File: config.mk
export PLATFORM = sky130hd
export DESIGN_NAME = count_gating_control
export DESIGN_NICKNAME = d
export VERILOG_FILES = /design/src/count_gating_pkg.sv /design/src/count_gating_control.sv /design/src/pin_sync.sv
export SDC_FILE = /design/constraint.sdc
export NUM_CORES = 1
export LEC_CHECK = 0
export CORE_MARGIN = 5
export CORE_UTILIZATION = 51
export CTS_CLUSTER_SIZE = 24
export DETAILED_ROUTE_END_ITERATION = 10
export DONT_BUFFER_PORTS = 1
export GPL_TIMING_DRIVEN = 1
export PLACE_DENSITY = 0.64
export SYNTH_ARGS = -nofsm -noshare
export SYNTH_HDL_FRONTEND = slang
export SYNTH_SLANG_ARGS = --single-unit
File: constraint.sdc
create_clock -name ref_clk -period 1.8 [get_ports ref_clk]
set_input_delay 0.18 -clock ref_clk [delete_from_list [all_inputs] [get_ports ref_clk]]
set_output_delay 0.18 -clock ref_clk [all_outputs]
set_load 0.02 [all_outputs]
File: src/count_gating_pkg.sv
package count_gating_pkg;

   // ---------------------------------------------------------------
   // clock and timing
   // ---------------------------------------------------------------
   localparam int unsigned CLK_PERIOD_NS     = 100;
   localparam int unsigned MIN_PULSE_NS      = 100;
   localparam int unsigned RUN_STRETCH_US    = 10;
   // least stretch time, rounded up to whole cycles
   localparam int unsigned RUN_STRETCH_CYC   =
      (RUN_STRETCH_US * 1000 + CLK_PERIOD_NS - 1) / CLK_PERIOD_NS;
   localparam int unsigned STRETCH_W         = 8;

   // ---------------------------------------------------------------
   // acquisition memory depth
   // ---------------------------------------------------------------
   localparam int unsigned DEPTH_8CH         = 56000;
   localparam int unsigned DEPTH_64CH        = 8000;
   localparam int unsigned REC_ADDR_W        = 16;

   // ---------------------------------------------------------------
   // acquisition modes
   // ---------------------------------------------------------------
   typedef enum logic [1:0] {
      ACQ_NORMAL,
      ACQ_GATE_SYNC,
      ACQ_GATE_EDGE
   } acq_mode_t;

   typedef enum logic {
      ST_IDLE,
      ST_RUN
   } run_state_t;

endpackage

File: src/count_gating_control.sv
`timescale 1ns/10ps
// Overview of operation
// - rising active start pulse begins counting.
// - counting runs from start until stop; stop ends counting.
// - software start command acts like a start pulse.
// - software stop command acts like a stop pulse.
// - gate low suspends counting in normal mode; high resumes.
// - unconnected gate reads high via pull-up.
// - counting indicator off while gate low, on while high and started.
// - gate-sync mode stores one record on each gate-off edge while started, until memory is full.
// - memory holds 56000 records (8 ch) or 8000 (64 ch).
// - gate-edge mode keeps counting while gate is low.
// - run output high when started and gate high, and while stretched.
// - run output can gate another unit's counting.
// - run pulse can be stretched to at least 10 us.
// - start ignored once limit reached in counter or timer stop mode.
// - start, stop, gate and run each may be inverted.
module count_gating_control import count_gating_pkg::*; #(
   parameter bit WIDE_BUILD = 1'b0      // 1: sixty-four-channel build
) (
   input  wire logic      ref_clk,
   input  wire logic      rst_b,
   input  wire logic      start_pin,
   input  wire logic      stop_pin,
   input  wire logic      gate_pin,
   input  wire logic      start_inv,
   input  wire logic      stop_inv,
   input  wire logic      gate_inv,
   input  wire logic      run_inv,
   input  wire logic      sw_start,
   input  wire logic      sw_stop,
   input  wire acq_mode_t acq_mode,
   input  wire logic      limit_stop_en,
   input  wire logic      limit_hit,
   input  wire logic      stretch_en,
   input  wire logic      mem_clear,
   output logic           count_enable,
   output logic           count_led,
   output logic           run_pin,
   output logic           snap_req,
   output logic [REC_ADDR_W-1:0] snap_addr,
   output logic           mem_full
);

   // ---------------------------------------------------------------
   // input conditioning
   // ---------------------------------------------------------------
   logic start_lvl;
   logic start_rise;
   logic stop_lvl;
   logic stop_rise;
   logic gate_lvl;
   logic gate_rise;
   logic gate_fall_q;
   logic gate_prev_q;
   logic gate_on;

   // polarity applied ahead of the synchroniser so edges follow it
   pin_sync u_start (
      .ref_clk   (ref_clk),
      .rst_b     (rst_b),
      .reset_val (1'b0),
      .pin_in    (start_pin ^ start_inv),
      .level_q   (start_lvl),
      .rise_q    (start_rise)
   );

   pin_sync u_stop (
      .ref_clk   (ref_clk),
      .rst_b     (rst_b),
      .reset_val (1'b0),
      .pin_in    (stop_pin ^ stop_inv),
      .level_q   (stop_lvl),
      .rise_q    (stop_rise)
   );

   // pad pull-up makes an open gate pin read high; the chain is
   // inverted, so its idle gate-on level resets as 0
   pin_sync u_gate (
      .ref_clk   (ref_clk),
      .rst_b     (rst_b),
      .reset_val (1'b0),
      .pin_in    (~(gate_pin ^ gate_inv)),
      .level_q   (gate_lvl),
      .rise_q    (gate_rise)
   );

   // inverted chain resets low, so an open gate counts as on
   assign gate_on = ~gate_lvl;

   // gate-off edge detect on the filtered level
   always_ff @(posedge ref_clk) begin
      if (!rst_b) begin
         gate_prev_q <= 1'b1;
         gate_fall_q <= 1'b0;
      end else begin
         gate_prev_q <= gate_on;
         gate_fall_q <= gate_prev_q & ~gate_on;
      end
   end

   // ---------------------------------------------------------------
   // run state
   // ---------------------------------------------------------------
   run_state_t state_q;
   logic       go_req;
   logic       end_req;

   assign go_req  = start_rise | sw_start;
   assign end_req = stop_rise | sw_stop;

   // stop beats start; limit blocks a fresh start
   always_ff @(posedge ref_clk) begin
      if (!rst_b) begin
         state_q <= ST_IDLE;
      end else begin
         case (state_q)
            ST_IDLE: begin
               if (go_req && !end_req &&
                   !(limit_stop_en && limit_hit)) begin
                  state_q <= ST_RUN;
               end
            end
            ST_RUN: begin
               if (end_req) begin
                  state_q <= ST_IDLE;
               end else if (limit_stop_en && limit_hit &&
                            acq_mode == ACQ_NORMAL) begin
                  state_q <= ST_IDLE;
               end
            end
            default: state_q <= ST_IDLE;
         endcase
      end
   end

   // ---------------------------------------------------------------
   // count enable and indicators
   // ---------------------------------------------------------------
   logic running;
   logic active;

   assign running = (state_q == ST_RUN);
   assign active  = running & gate_on;

   // edge mode ignores gate for counting only
   always_ff @(posedge ref_clk) begin
      if (!rst_b) begin
         count_enable <= 1'b0;
         count_led    <= 1'b0;
      end else begin
         count_enable <= (acq_mode == ACQ_GATE_EDGE) ?
                         running : active;
         count_led    <= active;
      end
   end

   // ---------------------------------------------------------------
   // run output stretcher
   // ---------------------------------------------------------------
   logic [STRETCH_W-1:0] stretch_q;
   logic                 run_raw;

   // holds run for a minimum width so short runs can trigger
   always_ff @(posedge ref_clk) begin
      if (!rst_b) begin
         stretch_q <= '0;
      end else if (active && stretch_en) begin
         stretch_q <= STRETCH_W'(RUN_STRETCH_CYC - 1);
      end else if (stretch_q != '0) begin
         stretch_q <= stretch_q - 1'b1;
      end
   end

   assign run_raw = active | (stretch_en && stretch_q != '0);

   always_ff @(posedge ref_clk) begin
      if (!rst_b) begin
         run_pin <= 1'b0 ^ run_inv;
      end else begin
         run_pin <= run_raw ^ run_inv;
      end
   end

   // ---------------------------------------------------------------
   // gate-synchronous snapshot addressing
   // ---------------------------------------------------------------
   logic [REC_ADDR_W-1:0] depth;

   // depth of record memory depends on channel build
   assign depth = WIDE_BUILD ? REC_ADDR_W'(DEPTH_64CH)
                             : REC_ADDR_W'(DEPTH_8CH);

   logic last_slot;

   assign last_slot = (snap_addr == depth - 1'b1);

   // one record per gate-off edge, none once full; the index moves
   // the cycle after the strobe so the store sees the slot it names
   always_ff @(posedge ref_clk) begin
      if (!rst_b) begin
         snap_req  <= 1'b0;
         snap_addr <= '0;
         mem_full  <= 1'b0;
      end else begin
         snap_req <= gate_fall_q && running && !mem_clear &&
                     acq_mode == ACQ_GATE_SYNC && !mem_full;
         if (mem_clear) begin
            snap_addr <= '0;
         end else if (snap_req && !last_slot) begin
            snap_addr <= snap_addr + 1'b1;
         end
         // a store into the last slot wins over a clear in one cycle
         if (snap_req && last_slot) begin
            mem_full <= 1'b1;
         end else if (mem_clear) begin
            mem_full <= 1'b0;
         end
      end
   end

   // start and stop use only their edges; gate uses only its level, not its edge
   logic unused_lvls;
   assign unused_lvls = start_lvl ^ stop_lvl ^ gate_rise;

endmodule // count_gating_control

File: src/pin_sync.sv
`timescale 1ns/10ps
// ---------------------------------------------------------------
// three-stage synchroniser, change accepted when stages 2 and 3 agree
// ---------------------------------------------------------------
module pin_sync import count_gating_pkg::*; (
   input  wire logic ref_clk,
   input  wire logic rst_b,
   input  wire logic reset_val,
   input  wire logic pin_in,
   output logic      level_q,
   output logic      rise_q
);

   logic s1_q;
   logic s2_q;
   logic s3_q;

   // plain shift chain; only s2 reads s1
   always_ff @(posedge ref_clk) begin
      if (!rst_b) begin
         s1_q <= reset_val;
         s2_q <= reset_val;
         s3_q <= reset_val;
      end else begin
         s1_q <= pin_in;
         s2_q <= s1_q;
         s3_q <= s2_q;
      end
   end

   // filtered level and its rising edge
   always_ff @(posedge ref_clk) begin
      if (!rst_b) begin
         level_q <= reset_val;
         rise_q  <= 1'b0;
      end else begin
         rise_q <= 1'b0;
         if (s2_q == s3_q && s2_q != level_q) begin
            level_q <= s2_q;
            rise_q  <= s2_q;
         end
      end
   end

endmodule // pin_sync

==> results_dict.tcl, run 1 <==
set metrics [dict create \
    maxSlewHeadroom 0.689 \
    r2r_start "snap_addr[1]" \
    syn_area_um2 1940 \
    gr-total-overflow 0 \
    worst_pin_slew_ps 467 \
    cts_tree "built" \
    grt_setup_unrepaired "no" \
    vias 1547 \
    synth_cells 209 \
    dpl-instance-area_um2 2090 \
    io_pins 38 \
    core_um2 3660 \
    fin_util 0.621 \
    wl_per_cell_um 14.7 \
    clock_latency_ps 300 \
    r2r_end "snap_addr[2]" \
    min_period_ps 1670 \
    fin_area_um2 2270 \
    fin_ws_ps 126 \
    vdd_ir_drop_max_mv 0.792 \
    p_leak_nw 0.909 \
    ys.flop_type "dfxtp_1" \
    first_global_vias 1473 \
    cts_resized 0 \
    synth-simple-area-share 0.288 \
    dieArea_um2 5130 \
    cts-buffers-inserted 5 \
    critPathRequiredTime_ps 1990 \
    synth_compound_area_frac 0.112 \
    finalWeightedCongestion 0.772 \
    syn_nets 229 \
    synth-seq-cells 46 \
    start_kind "register" \
    synthTopCellsByArea "dfxtp_1, xnor2_1, nor2_1" \
    seq_power_share 0.492 \
    crit_arrival_ps 1870 \
    cpLargestDelayFamily "compound AO/OA/AOI/OAI gates" \
    cap_violations 0 \
    die_w_um 71.6 \
    netlist_top_cells_count "dfxtp_1, nor2_1, nand2_1" \
    synthMuxAreaShare 0.0207 \
    fmax_ghz 0.597 \
    sw_frac_of_total 0.281 \
    ff_latch_area_um2 921 \
    n_antenna_cell 0 \
    async_reset_ff_frac 0 \
    start_util 0.529 \
    hold_slack_ps 20.6 \
    crit_path_max_fanout 9 \
    hold_start "gate_pin" \
    postCtsSetupBuffers 0 \
    drt_iter0_markers 73 \
    grt_usage 0.172 \
    drc 0 \
    critPathSlowestCell "dfxtp_1" \
    setup_viol_count_final 0 \
    power_density_nw_per_um2 1090 \
    multi_input_area_um2 975 \
    worstHoldEndpoint "u_gate.s1_q" \
    area_delta_synth_final_pct 17.4 \
    synthAdderAreaFrac 0.0194 \
    synth_top_family_by_area "simple AND/OR/NAND/NOR gates" \
    layout-drive-gt1-share 0.145 \
    finalHoldViolCount 0 \
    synth_most_common_cell "dfxtp_1" \
    p_comb_frac 0.199 \
    drtAntennaViolNets 0 \
    cp.buffers_inverters 0 \
    antenna_found_initial 0 \
    dp_cells 268 \
    layout.cells.non_filler 283 \
    yosysWarnings 0 \
    worstRegToRegCells 5 \
    root_buffer "clkbuf_8" \
    synth_top_area_frac 0.475 \
    path_clk_slew_ps 80 \
    ctsHtreeMaxLevel 2 \
    cp-end-kind "register" \
    dp_slack_ps 152 \
    p_sw_mw 0.695 \
    avgSynthCellArea_um2 9.27 \
    worstPathCellList "ha_1, and4_1, a41oi_4, a21oi_1, a31o_2" \
    skew_ps 6.06 \
    yosys.area.top_type "dfxtp_1" \
    slowest_delay_ps 380 \
    yosysUniqueCellTypes 38 \
    first_pass_iters 4 \
    io_buffers 0 \
    nets 254 \
    grt_max_degree 15 \
    cts_buffer_depth 2 \
    cts_sinks 46 \
    final_max_slew_viol_count 0 \
    finalCritPeriodShare 0.930 \
    fp.dieH_um 71.6 \
    startpoint "snap_addr[1]" \
    pwr-share-clk 0.309 \
    hold_path_depth 2 \
    rows 22 \
    p_int_mw 1.78 \
    cts_hold_buf 6 \
    power_mw 2.47 \
    drt_wl_total_mm 4.16 \
    ys_seq_area_frac 0.475 \
    r2r_setup_slack_ps 130 \
    outcome "finished, final reports clean" \
    synth_xor_xnor_area_share 0.0633 \
    dp_hpwl_mm 3.02 \
    synth-edff-count 0 \
    fillers 319 \
    hold_class "primary input to register" \
    grt_pass1_wl_mm 6.89 \
    tns_ps 0 \
    worstSetupPathType "register to register" \
    vias_per_cell 5.47 \
]
==> area by class of cell <==
cell class	instances	share of cell area
Timing Repair Buffer	22	0.0803
Tap cell	48	0.0264
Inverter	7	0.0116
Clock inverter	2	0.0165
Multi-Input combinational cell	152	0.428
Clock buffer	6	0.0319
Sequential cell	46	0.405
==> registers in the layout, summed over array words and instances (netlist names) <==
signal and flops:
u_start.rise_q 1, stretch_q 8, u_start.s3_q 1, running 1, u_start.s1_q 1, u_start.s2_q 1
u_gate.s2_q 1, u_stop.rise_q 1, u_gate.s3_q 1, snap_req 1, u_stop.s2_q 1, u_gate.level_q 1
snap_addr 16, u_stop.s3_q 1, gate_prev_q 1, count_led 1, count_enable 1, gate_fall_q 1
u_stop.s1_q 1, u_stop.level_q 1, run_pin 1, u_gate.s1_q 1, mem_full 1, u_start.level_q 1
==> logic make-up (layout without fill, tap and decap cells) <==
| logic type | count (synthesis) | after routing |
|---|---|---|
| xor gates and xnor gates | 14 | 14 |
| buffers and inverters | 11 | 37 |
| and+or+nand+nor | 99 | 99 |
| adders and majority gates | 3 | 3 |
| muxes | 4 | 4 |
| DFF | 46 | 46 |
| AOI/OAI and AO/OA | 32 | 32 |
==> power by group through the flow <==
| stage | Combinational, mW | Sequential [mW] | Clock (mW) |
|---|---|---|---|
| floorplan | 0.421 | 1.21 | 0 |
| global placement | 0.466 | 1.23 | 0 |
| detailed placement | 0.484 | 1.24 | 0 |
| CTS | 0.494 | 1.22 | 0.783 |
| global route | 0.567 | 1.23 | 0.833 |
| finish | 0.492 | 1.22 | 0.763 |
==> routing by layer <==
layer	up-vias	share of wire	global-route usage	wire length, µm
li1	773	-	-	-
met1	732	0.44	0.193	1820
met4	0	0.019	0.0752	77
met2	34	0.49	0.294	2020
met5	-	0	0	0
met3	8	0.057	0.0603	239
==> placed cells by master (no fill, tap or decap), types with 5 or more instances in the layout <==
cell,instances
o21ai_0,6
a31o_2,5
buf_4,15
xnor2_1,12
dfxtp_1,46
nand3_1,7
nand2_1,24
nor2_1,25
clkbuf_8,5
inv_1,7
dlygate4sd3_1,7
nor3_1,7
a21oi_1,14
and2_1,7
nand4_1,5
==> worst max-delay path by stage <==
stage | to | slack [ps] | cells past startpoint
after CTS | snap_addr[2] | 140 | 5
after detailed placement | snap_addr[2] | 150 | 5
final | snap_addr[2] | 130 | 5
after global routing | snap_addr[2] | 10 | 5
after floorplan | snap_addr[2] | 150 | 5
after global placement | snap_addr[2] | 200 | 5
Note: power is estimated with default switching activity, not from simulation.
==> run 2, diff against run 1 <==
--- a/config.mk
+++ b/config.mk
@@ -6,12 +6,12 @@
 export NUM_CORES = 1
 export LEC_CHECK = 0
 export CORE_MARGIN = 5
-export CORE_UTILIZATION = 51
+export CORE_UTILIZATION = 55
 export CTS_CLUSTER_SIZE = 24
 export DETAILED_ROUTE_END_ITERATION = 10
 export DONT_BUFFER_PORTS = 1
 export GPL_TIMING_DRIVEN = 1
-export PLACE_DENSITY = 0.64
+export PLACE_DENSITY = 0.68
 export SYNTH_ARGS = -nofsm -noshare
 export SYNTH_HDL_FRONTEND = slang
 export SYNTH_SLANG_ARGS = --single-unit
==> run 2 against run 1 <==
Clock skew increased by 9.0 ps. Sequential power about the same. Design area increased by 3.7%. Cell count increased by 2.1%. Fmax decreased by 0.54%. Critical endpoint unchanged. Highest routed layer unchanged.
==> results_dict.tcl, run 2 (synthesis results as in run 1) <==
set metrics [dict create \
    outcome "finished, final reports clean" \
    ff_latch_area_um2 921 \
    start_util 0.576 \
    maxSlewHeadroom 0.687 \
    worstSetupPathType "register to register" \
    final_cell_mix "dfxtp_1, nor2_1, nand2_1" \
    path_clk_slew_ps 130 \
    grt_pass1_wl_mm 7.23 \
    io_buffers 0 \
    hold_slack_ps 37.5 \
    tns_ps 0 \
    io_pins 38 \
    min_period_ps 1680 \
    cap_violations 0 \
    gr-total-overflow 0 \
    drc 0 \
    rows 21 \
    cts_buffer_depth 2 \
    grt_usage 0.185 \
    multi_input_area_um2 991 \
    p_sw_mw 0.688 \
    pwr-share-clk 0.315 \
    core_um2 3360 \
    crit_arrival_ps 1960 \
    hold_class "primary input to register" \
    fin_ws_ps 117 \
    drtAntennaViolNets 0 \
    fin_area_um2 2360 \
    root_buffer "clkbuf_4" \
    fmax_ghz 0.594 \
    grt_setup_unrepaired "no" \
    cts_sinks 46 \
    r2r_start "snap_addr[0]" \
    dp_hpwl_mm 2.93 \
    dpl-instance-area_um2 2090 \
    first_pass_iters 4 \
    top_regs "snap_addr (16), stretch_q (8)" \
    power_density_nw_per_um2 1070 \
    largest_reg_flops 16 \
    antenna_found_initial 0 \
    area_delta_synth_final_pct 21.8 \
    worst_pin_slew_ps 469 \
    vdd_ir_drop_max_mv 0.902 \
    cts_resized 0 \
    hold_start "rst_b" \
    dp_slack_ps 118 \
    clock_latency_ps 370 \
    start_kind "register" \
    wl_per_cell_um 14.6 \
    r2r_end "snap_addr[2]" \
    first_global_vias 1592 \
    dieArea_um2 4810 \
    layout-drive-gt1-share 0.148 \
    hold_path_depth 2 \
    p_comb_frac 0.207 \
    fp.dieH_um 69.4 \
    worstRegToRegCells 5 \
    finalHoldViolCount 0 \
    sw_frac_of_total 0.271 \
    p_leak_nw 0.946 \
    crit_path_max_fanout 6 \
    worstHoldEndpoint "stretch_q[3]" \
    finalCritPeriodShare 0.935 \
    cp-end-kind "register" \
    fillers 298 \
    vias_per_cell 5.54 \
    grt_max_degree 15 \
    layout.cells.non_filler 289 \
    ctsHtreeMaxLevel 2 \
    n_antenna_cell 0 \
    finalWeightedCongestion 0.815 \
    critPathRequiredTime_ps 2080 \
    postCtsSetupBuffers 0 \
    r2r_setup_slack_ps 120 \
    vias 1602 \
    seq_power_share 0.478 \
    p_int_mw 1.85 \
    nets 262 \
    cts_tree "built" \
    dp_cells 266 \
    drt_iter0_markers 113 \
    setup_viol_count_final 0 \
    die_w_um 69.4 \
    final_max_slew_viol_count 0 \
    layout_commonest_cell "dfxtp_1" \
    drt_wl_total_mm 4.22 \
    skew_ps 15.1 \
    cts-buffers-inserted 5 \
    regMostFlops "snap_addr" \
]
[run 2: how the worst max path moves through the flow]
stage / from / end / slack (ps) / cells after the start
after global placement: snap_addr[0] / snap_addr[2] / 180 / 5
final: snap_addr[0] / snap_addr[2] / 120 / 5
after floorplan: snap_addr[0] / snap_addr[2] / 150 / 5
after detailed placement: snap_addr[0] / snap_addr[2] / 120 / 5
after CTS: snap_addr[0] / snap_addr[7] / 100 / 5
after global routing: snap_addr[0] / snap_addr[5] / 30 / 5
[run 2: final cells by class]
| cell class | count | share of cell area |
|---|---|---|
| clock buffer | 6 | 0.0217 |
| clock inverter | 2 | 0.0255 |
| inverter | 7 | 0.0111 |
| multi-input combinational | 153 | 0.420 |
| sequential | 46 | 0.390 |
| tap | 46 | 0.0244 |
| timing repair buffer | 29 | 0.107 |
[run 2: power by group through the flow]
stage	registers, mW	logic (mW)	clock network [mW]
floorplan	1.21	0.421	0
global placement	1.23	0.468	0
detailed placement	1.24	0.491	0
CTS	1.21	0.528	0.812
global route	1.23	0.590	0.875
finish	1.21	0.526	0.798
[run 2: through the flow]
stage          total power, mW  utilization
3_3_place_gp              1.70        0.622
3_5_place_dp              1.73        0.622
5_1_grt                   2.69        0.702
2_1_floorplan             1.64            -
6_report                  2.54        0.702
4_1_cts                   2.55        0.697
[run 2: what timing repair did]
action / 4_1_cts / 5_1_grt
endpoints found under the hold margin: 16 / 0
setup endpoints to repair: 0 / 2
hold buffers: 14 / 0
[run 2: critical path, cell delays in order (launching register included)]
cell	delay (ps)
dfxtp_1	390
ha_1	280
and4_1	290
a41oi_4	300
a21oi_1	110
a31o_2	220
[run 2: layer usage]
metal | track usage | wire [µm]
met4 | 0.0911 | 108
met5 | 0 | 0
met3 | 0.0522 | 259
met1 | 0.203 | 1670
met2 | 0.325 | 2190
